<file path="src/logic/buck_seq_params.svh">
// Timing counts, strap codes and widths for the dual buck sequencer
`ifndef BUCK_SEQ_PARAMS_SVH
`define BUCK_SEQ_PARAMS_SVH

`define CLK_FREQ_MHZ          100
`define SOFT_START_TIME_US    960
`define SOFT_START_CYCLES     (`SOFT_START_TIME_US * `CLK_FREQ_MHZ)
`define SWITCHOVER_DELAY_US   7700
`define SWITCHOVER_CYCLES     (`SWITCHOVER_DELAY_US * `CLK_FREQ_MHZ)
`define OSC_PERIOD_CYCLES     250
`define OSC_HALF_CYCLES       (`OSC_PERIOD_CYCLES / 2)
`define OSC_CNT_BITS          8
`define DELAY_CNT_BITS        20
`define SS_LEVEL_BITS         10
`define SS_LEVEL_STEPS        1024
`define SS_FULL_LEVEL         10'h3ff
`define SEL_GROUND            2'h0
`define SEL_TWO_VOLT_REF      2'h1
`define SEL_THREE_VOLT_RAIL   2'h2
`define SEL_FIVE_VOLT_RAIL    2'h3

`endif

</file>
<file path="src/logic/buck_seq_pkg.sv">
// Types shared by the dual buck sequencer modules
`default_nettype none
`include "buck_seq_params.svh"
package buck_seq_pkg;
  timeunit 1ns;
  timeprecision 1ps;

  typedef enum logic [1:0] {
    CH_OFF,
    CH_PREBIAS,
    CH_RUN
  } chan_state_t;

  typedef struct packed {
    chan_state_t                  st;
    logic                         hs;
    logic                         ls;
    logic [`DELAY_CNT_BITS-1:0]   step_cnt;
    logic [`SS_LEVEL_BITS-1:0]    ss_lvl;
  } chan_reg_t;

  typedef struct packed {
    logic                         strap_taken;
    logic                         ripple;
    logic                         ovp;
    logic                         ext_sel;
    logic                         any_on;
    logic                         rf_prev;
    logic [`OSC_CNT_BITS-1:0]     osc_cnt;
    logic                         ch1_tick;
    logic                         ch2_tick;
    logic [`DELAY_CNT_BITS-1:0]   sw_cnt;
    logic                         bypass;
    logic                         ref_on;
    logic                         ldo5_on;
  } top_reg_t;

endpackage
`default_nettype wire

</file>
<file path="src/logic/buck_channel.sv">
// One switching channel: soft-start ramp, pre-bias wait and drive timing
`default_nettype none
`include "buck_seq_params.svh"
module buck_channel
  import buck_seq_pkg::*;
#(
  parameter int unsigned STEP_CYCLES = 94
) (
  // Clock and reset
  input  wire logic                      core_clk,
  input  wire logic                      rst_sync_b,
  // Control
  input  wire logic                      run,
  input  wire logic                      period_start,
  input  wire logic                      off_trip,
  input  wire logic                      fb_above_ss,
  // Drive and ramp
  output logic                           high_drive,
  output logic                           low_drive,
  output logic [`SS_LEVEL_BITS-1:0]      ss_level,
  output logic                           running
);
  timeunit 1ns;
  timeprecision 1ps;

  localparam logic [`DELAY_CNT_BITS-1:0] STEP_LAST = `DELAY_CNT_BITS'(STEP_CYCLES - 1);

  chan_reg_t q;
  chan_reg_t d;

  always_comb begin
    d = q;
    case (q.st)
      CH_OFF: begin
        if (run) begin
          d.st       = CH_PREBIAS;
          d.step_cnt = '0;
          d.ss_lvl   = '0;
        end
      end
      CH_PREBIAS: begin
        // First pulse waits for feedback above the rising ramp
        if (!run) begin
          d.st = CH_OFF;
        end else if (period_start && fb_above_ss) begin // RQ5
          d.st = CH_RUN; // RQ6
        end
      end
      CH_RUN: begin
        if (!run) begin
          d.st = CH_OFF;
        end
      end
      default: begin
        d.st = CH_OFF;
      end
    endcase
    // Ramp keeps going across the pre-bias exit
    if (q.st != CH_OFF && run && q.ss_lvl != `SS_FULL_LEVEL) begin // RQ4
      if (q.step_cnt == STEP_LAST) begin
        d.step_cnt = '0;
        d.ss_lvl   = q.ss_lvl + `SS_LEVEL_BITS'(1);
      end else begin
        d.step_cnt = q.step_cnt + `DELAY_CNT_BITS'(1);
      end
    end
    if (d.st == CH_RUN) begin
      if (period_start) begin
        d.hs = 1'b1; // RQ11
      end else if (off_trip) begin
        d.hs = 1'b0; // RQ12
      end
    end else begin
      d.hs = 1'b0;
    end
    // Low side stays off before the first pulse so no negative current flows
    d.ls = (d.st == CH_RUN) && !d.hs; // RQ13
  end

  always_ff @(posedge core_clk or negedge rst_sync_b) begin
    if (!rst_sync_b) begin
      q <= '{st: CH_OFF, hs: 1'b0, ls: 1'b0, step_cnt: '0, ss_lvl: '0};
    end else begin
      q <= d;
    end
  end

  assign high_drive = q.hs;
  assign low_drive  = q.ls;
  assign ss_level   = q.ss_lvl;
  assign running    = (q.st == CH_RUN);
endmodule // buck_channel
`default_nettype wire

</file>
<file path="src/logic/dual_buck_enable_and_pwm_timing.sv">
// Enable decode, five-volt switchover, mode strap and two-phase timing
`default_nettype none
`include "buck_seq_params.svh"
// Summary of operation
// (RQ1) Main enable low: only three-volt rail on; reference, five-volt, channels off.
// (RQ2) Main enable high: reference and five-volt rail on, channels wait for requests.
// (RQ3) With main enable high each channel runs exactly while its own request is high.
// (RQ4) Channel request rise starts a soft-start ramp from zero to full over 0.96 ms.
// (RQ5) First high-side pulse waits until feedback exceeds the rising soft-start reference.
// (RQ6) After the pre-bias wait, start-up continues as from a discharged output.
// (RQ7) Channel 1 on, good, external five-volt above 4.8 V for 7.7 ms: bypass.
// (RQ8) External below 4.65 V, channel 1 off or bad: open bypass, regulator on.
// (RQ9) Peak-current or ripple control is chosen by the architecture strap.
// (RQ10) Strap levels: ground, reference, three-volt, five-volt give four mode/OVP pairs.
// (RQ11) Each period start turns on the high-side drive of a running channel.
// (RQ12) After the comparator clears the high side, it stays off until next period.
// (RQ13) Low-side drive is on whenever the high-side drive is off; the code keeps it off outside the run state.
// (RQ14) Ripple mode ends on-time when compensated sense equals the two-volt reference.
// (RQ15) Internal oscillator starts the two channel periods half a period apart.
// (RQ16) External clock: channel 1 on rising edge, channel 2 on falling edge.
// (RQ17) System applies the external clock before requests and omits the resistor.
// (RQ18) System never changes frequency source while a channel runs.
// (RQ19) Clock source latched at first request rise, held until both channels off.
module dual_buck_enable_and_pwm_timing
  import buck_seq_pkg::*;
#(
  parameter int unsigned SOFT_START_CYCLES = `SOFT_START_CYCLES,
  parameter int unsigned SWITCHOVER_CYCLES = `SWITCHOVER_CYCLES
) (
  // Clock and reset
  input  wire logic                      core_clk,
  input  wire logic                      rst_b,
  // Enables and status
  input  wire logic                      main_power_on,
  input  wire logic                      channel1_run_request,
  input  wire logic                      channel2_run_request,
  input  wire logic                      channel1_output_good,
  // Five-volt switchover comparators
  input  wire logic                      ext5v_above_rise,
  input  wire logic                      ext5v_below_fall,
  // Strap and frequency source
  input  wire logic [1:0]                architecture_select_pin,
  input  wire logic                      ext_clock_mode,
  input  wire logic                      frequency_set_pin,
  // Loop comparators, bit 0 is channel 1
  input  wire logic [1:0]                current_comp_trip,
  input  wire logic [1:0]                ripple_comp_equal,
  input  wire logic [1:0]                feedback_above_ss,
  // Rail controls
  output logic                           three_volt_rail_en,
  output logic                           two_volt_reference_en,
  output logic                           five_volt_rail_en,
  output logic                           bypass_switch_close,
  output logic                           ripple_mode_select,
  output logic                           overvoltage_protect_en,
  // Channel drives, bit 0 is channel 1
  output logic [1:0]                     high_side_gate_drive,
  output logic [1:0]                     low_side_gate_drive,
  output logic [1:0]                     channel_running,
  output logic [`SS_LEVEL_BITS-1:0]      ch1_soft_start_level,
  output logic [`SS_LEVEL_BITS-1:0]      ch2_soft_start_level
);
  timeunit 1ns;
  timeprecision 1ps;

  localparam int unsigned SS_STEP_RAW = SOFT_START_CYCLES / `SS_LEVEL_STEPS;
  localparam int unsigned SS_STEP = (SS_STEP_RAW < 1) ? 1 : SS_STEP_RAW;
  localparam logic [`DELAY_CNT_BITS-1:0] SW_LAST = `DELAY_CNT_BITS'(SWITCHOVER_CYCLES - 1);
  localparam logic [`OSC_CNT_BITS-1:0] OSC_LAST = `OSC_CNT_BITS'(`OSC_PERIOD_CYCLES - 1);
  localparam logic [`OSC_CNT_BITS-1:0] OSC_HALF = `OSC_CNT_BITS'(`OSC_HALF_CYCLES);
  localparam int HALF_CYC = `OSC_HALF_CYCLES;

  // ----------------------------------------------------------------
  // Reset release
  // ----------------------------------------------------------------
  logic rst_meta_q;
  logic rst_sync_b;

  always_ff @(posedge core_clk or negedge rst_b) begin
    if (!rst_b) begin
      rst_meta_q <= 1'b0;
      rst_sync_b <= 1'b0;
    end else begin
      rst_meta_q <= 1'b1;
      rst_sync_b <= rst_meta_q;
    end
  end

  // ----------------------------------------------------------------
  // Sequencing state
  // ----------------------------------------------------------------
  top_reg_t   q;
  top_reg_t   d;
  logic [1:0] run;
  logic [1:0] off_trip;
  logic [1:0] period_start;
  logic       sw_drop;
  logic       sw_ready;
  logic       arch_bit0;
  logic       arch_bit1;

  assign arch_bit0 = architecture_select_pin[0];
  assign arch_bit1 = architecture_select_pin[1];
  // Requests are ignored entirely in shutdown
  assign run[0] = main_power_on && channel1_run_request; // RQ1 RQ3
  assign run[1] = main_power_on && channel2_run_request; // RQ3
  assign sw_ready = run[0] && channel1_output_good && ext5v_above_rise; // RQ7
  assign sw_drop  = !run[0] || !channel1_output_good || ext5v_below_fall; // RQ8
  assign period_start = {q.ch2_tick, q.ch1_tick};

  always_comb begin
    d = q;
    // Strap is caught once, on the first clock after reset release
    d.strap_taken = 1'b1;
    if (!q.strap_taken) begin // RQ9
      case (architecture_select_pin) // RQ10
        `SEL_GROUND: begin
          d.ripple = 1'b0;
          d.ovp    = 1'b1;
        end
        `SEL_TWO_VOLT_REF: begin
          d.ripple = 1'b1;
          d.ovp    = 1'b0;
        end
        `SEL_THREE_VOLT_RAIL: begin
          d.ripple = 1'b1;
          d.ovp    = 1'b1;
        end
        default: begin
          d.ripple = 1'b0;
          d.ovp    = 1'b0;
        end
      endcase
    end
    d.any_on = |run;
    // Source may only change while both channels are off
    if (!q.any_on && |run) begin
      d.ext_sel = ext_clock_mode; // RQ19 RQ18
    end
    d.rf_prev = frequency_set_pin;
    d.osc_cnt = (q.osc_cnt == OSC_LAST) ? '0 : q.osc_cnt + `OSC_CNT_BITS'(1);
    if (d.ext_sel) begin
      d.ch1_tick = frequency_set_pin && !q.rf_prev; // RQ16
      d.ch2_tick = !frequency_set_pin && q.rf_prev; // RQ16
    end else begin
      d.ch1_tick = (q.osc_cnt == '0); // RQ15
      d.ch2_tick = (q.osc_cnt == OSC_HALF); // RQ15
    end
    if (sw_drop) begin
      d.bypass = 1'b0; // RQ8
      d.sw_cnt = '0;
    end else if (!q.bypass && sw_ready) begin
      if (q.sw_cnt == SW_LAST) begin
        d.bypass = 1'b1; // RQ7
      end else begin
        d.sw_cnt = q.sw_cnt + `DELAY_CNT_BITS'(1);
      end
    end else if (!q.bypass) begin
      d.sw_cnt = '0;
    end
    d.ref_on  = main_power_on; // RQ1 RQ2
    d.ldo5_on = main_power_on && !d.bypass; // RQ2 RQ8
  end

  always_ff @(posedge core_clk or negedge rst_sync_b) begin
    if (!rst_sync_b) begin
      q <= '0;
    end else begin
      q <= d;
    end
  end

  // ----------------------------------------------------------------
  // Channels
  // ----------------------------------------------------------------
  logic [`SS_LEVEL_BITS-1:0] ss_lvl [2];

  generate
    for (genvar i = 0; i < 2; i++) begin : g_ch
      // Control scheme picks which comparator ends the on-time
      assign off_trip[i] = q.ripple ? ripple_comp_equal[i] : current_comp_trip[i]; // RQ14
      buck_channel #(
        .STEP_CYCLES (SS_STEP)
      ) u_ch (
        .core_clk     (core_clk),
        .rst_sync_b   (rst_sync_b),
        .run          (run[i]),
        .period_start (period_start[i]),
        .off_trip     (off_trip[i]),
        .fb_above_ss  (feedback_above_ss[i]),
        .high_drive   (high_side_gate_drive[i]),
        .low_drive    (low_side_gate_drive[i]),
        .ss_level     (ss_lvl[i]),
        .running      (channel_running[i])
      );
    end
  endgenerate

  assign ch1_soft_start_level   = ss_lvl[0];
  assign ch2_soft_start_level   = ss_lvl[1];
  assign three_volt_rail_en     = 1'b1; // RQ1
  assign two_volt_reference_en  = q.ref_on;
  assign five_volt_rail_en      = q.ldo5_on;
  assign bypass_switch_close    = q.bypass;
  assign ripple_mode_select     = q.ripple;
  assign overvoltage_protect_en = q.ovp;
endmodule // dual_buck_enable_and_pwm_timing
`default_nettype wire

</file>
<file path="config.mk">
export PLATFORM = sky130hd
export DESIGN_NAME = dual_buck_enable_and_pwm_timing
export DESIGN_NICKNAME = d
export VERILOG_FILES = /design/src/logic/buck_seq_pkg.sv /design/src/logic/buck_channel.sv /design/src/logic/dual_buck_enable_and_pwm_timing.sv
export VERILOG_INCLUDE_DIRS = /design/src /design/src/logic
export SDC_FILE = /design/constraint.sdc
export NUM_CORES = 1
export LEC_CHECK = 0
export ABC_AREA = 1
export BUFFER_PORTS_ARGS = -buffer_cell sky130_fd_sc_hd__buf_2
export CORE_ASPECT_RATIO = 0.7
export CORE_MARGIN = 10
export CORE_UTILIZATION = 55
export CTS_CLUSTER_SIZE = 24
export DETAILED_ROUTE_END_ITERATION = 7
export GPL_TIMING_DRIVEN = 0
export HOLD_SLACK_MARGIN = 0.08
export PLACE_DENSITY = 0.74
export SYNTH_ARGS = -nofsm -noshare
export SYNTH_HDL_FRONTEND = slang
export SYNTH_HIERARCHICAL = 1
export SYNTH_SLANG_ARGS = --single-unit
export TNS_END_PERCENT = 100
</file>
<file path="constraint.sdc">
create_clock -name core_clk -period 5.5 [get_ports core_clk]
set_clock_uncertainty 0.15 [all_clocks]
set_input_delay 0.275 -clock core_clk [delete_from_list [all_inputs] [get_ports core_clk]]
set_output_delay 0.275 -clock core_clk [all_outputs]
set_load 0.01 [all_outputs]
</file>
==> run metrics <==
H-Tree Depth 3; clk_lat worst skew 0.36 ns; CTS Hold Bufs 7; initial antenna violation count 0; vias per inst 5.24; Yosys warnings 6; Setup CP Type primary input to flip-flop; Wirelength per Cell 13.7 um; Hold Crit Depth 4; post-synthesis sequential area ratio 38.2%; utilization after layout 63.8%; DRC violation count after routing 0; Routed Antenna Nets 0; total routed wirelength 17700 um; CTS resizes 0; Post-Syn Area per Cell 6.80 um2; cell taking the most area after synthesis dfrtp_1; synthesized area 0.00715 mm2; synth cell count leaders 366 x nand2_1, 142 x nor2_1, 112 x inv_1; Placeable Area 0.0125 mm2; prevailing post-synth register cell dfrtp_1; r2r setup slk 3.50 ns; crit share post-route 40.8%; crit path DAT 2.33 ns; library cells used by synthesis 43; P&R area growth vs syn 11.9%; share of cells above drive strength 1 12.2%; Crit Path Max Fanout 10; Die ar. 0.0180 mm2; Max Fclk 0.446 GHz; max capacitance violation total 0; GR Overflow Total 0; Total GRT Usage 19.8%; HP Start feedback_above_ss[1]; detailed-route via count 6755; Hold WS 0.0930 ns; Final Hold Fails 0; status complete, no violations; Worst Tran Pin Value 0.735 ns; clock slew at reported path FFs 0.07 ns; Leak 4.00 nW; RR Endpoint g_ch[0].u_ch/q[29]$_DFFE_PN0P_; NumNets Final 1151; number of synthesized flops with an enable pin 0; CTS tree built; pwr dens 198 mW/mm2; Mapped Cells 1052; DIE WIDTH 156 um; clock root cell clkbuf_16; Hold EP g_ch[1].u_ch/q[32]$_DFF_PN0_; diode count 0; Final Power 1.58 mW; Post CTS Setup Buffer Count 0; Critical Path Source Type primary input; largest stage delay on the critical path 0.54 ns; Post-DP HPWL 13100 um; chip height 115 um; VDD IR max 0.000159 V; #FFs+latches synth 109; Reg2Reg Launch Point g_ch[0].u_ch/ss_level[0]$_DFF_PN0_; vias in the first global route 6073; PortBufs 48; reg2reg path depth 9; asr flop ratio synth 100%; CTS Sinks 109; crit-path cells dlygate4sd3_1 -> buf_2 -> nand2_1 -> inv_1 -> inv_2 -> nor3_4 -> inv_4 -> nand2_4 -> inv_4 -> buf_6 -> nand2_1 -> o21ai_1; Ports 50; setup violators final 0; area share of the largest cell type after synthesis 38.2%; min Tclk post-route 2.24 ns; critical path's slowest cell dlygate4sd3_1; Worst slew margin 50.6%; hold crit path type primary input to flip-flop; number of buffers created by CTS 9; largest net degree at the start of global routing 70; # rows 34; Slew Viols, Final 0; setup TNS 0 ns; Initial Utilization 57.0%; first-pass GRT wire length 29600 um; RSZ-0062 raised after global routing false; Routability Congestion 0.937; Worst setup EP type flip-flop; first drt pass iteration count 5; clk buf depth 2; largest cells by area after synthesis dfrtp_1 38%, nand2_1 19%, nor2_1 7.5%, nand3_1 7.1%, inv_1 5.9%; worst path required time 5.59 ns; cell with the most instances after synthesis nand2_1; Iter 0 DRT Violations 521
[registers in the layout (all words and copies together), names as in the netlist, 2 cells and up]
signal,count
g_ch.u_ch/low_drive,2
g_ch.u_ch/ss_level,20
q,32
period_start,2
g_ch.u_ch/q,44
g_ch.u_ch/high_drive,2
[where the power goes]
part	internal, mW	switching [mW]	total, mW
combinational	0.0302	0.0585	0.0888
clock	0.355	0.314	0.669
sequential	0.811	0.0147	0.825
total	1.20	0.387	1.58
[placed cells by master, fill, tap and decap left out, types with 8 or more instances in the layout]
cell,count
nor2_2,8
xnor2_1,8
buf_2,52
nor2_1,142
xor2_1,18
dfrtp_1,108
nand3b_1,8
buf_4,24
nand3_1,102
o21ai_0,32
o21ai_1,9
clkbuf_16,9
ha_1,12
nand2_1,366
inv_1,112
nor3_1,12
nand4_1,26
[per-stage QoR]
| step | setup WS (ns) | instances | cell area, um2 |
|---|---|---|---|
| floorplan | 2.09 | 1054 | 7160 |
| global placement | 0.792 | 1264 | 7600 |
| detailed placement | 3.47 | 1265 | 7630 |
| CTS | 3.30 | 1288 | 8000 |
| global route | 3.10 | 1288 | 8000 |
| finish | 3.26 | 1288 | 8000 |
[how the worst max path moves through the flow]
stage,from,slack (ns),cells past startpoint,to
after global routing,main_power_on,3.10,12,g_ch[1].u_ch/q[16]$_DFFE_PN0P_
after detailed placement,main_power_on,3.47,11,g_ch[1].u_ch/q[16]$_DFFE_PN0P_
after CTS,main_power_on,3.30,12,g_ch[1].u_ch/q[16]$_DFFE_PN0P_
final,main_power_on,3.26,12,g_ch[1].u_ch/q[16]$_DFFE_PN0P_
after floorplan,rst_sync_b$_DFF_PN0_,2.09,0,bypass_switch_close$_DFF_PN0_
after global placement,rst_sync_b$_DFF_PN0_,0.79,0,g_ch[1].u_ch/q[16]$_DFFE_PN0P_
[worst max-delay path, delay by kind of cell]
family,cells,cell delay (ns)
buf+inv,7,1.26
simple gates,4,0.72
compound gates,1,0.06
[area by class of cell]
type	instances	area, um2
Buffer	36	268
Clock buffer	9	225
Clock inverter	7	75.1
Fill cell	1134	4550
Inverter	122	468
Multi-Input combinational cell	787	3690
Sequential cell	109	2730
Tap cell	162	203
Timing Repair Buffer	56	338
[per-layer routing]
| metal | track usage (%) | vias to the layer above | share of wire (%) |
|---|---|---|---|
| met2 | 29.6 | 227 | 42 |
| met1 | 29.3 | 3080 | 51 |
| met4 | 3.89 | 0 | 0.96 |
| met5 | 0 | - | 0 |
| met3 | 3.66 | 21 | 6.8 |
| li1 | - | 3427 | - |
[cell families (layout without fill, tap and decap cells)]
logic type	after synthesis	after routing	synth area share, %
compound gates	59	59	4.71
xor+xnor	26	26	3.19
fa+ha+maj	12	12	2.10
buf+inv	158	230	10.3
flops	109	109	38.2
mux	2	2	0.315
other cells	1	3	0.0525
simple gates	685	685	41.2
(Power assumes the default switching activity.)
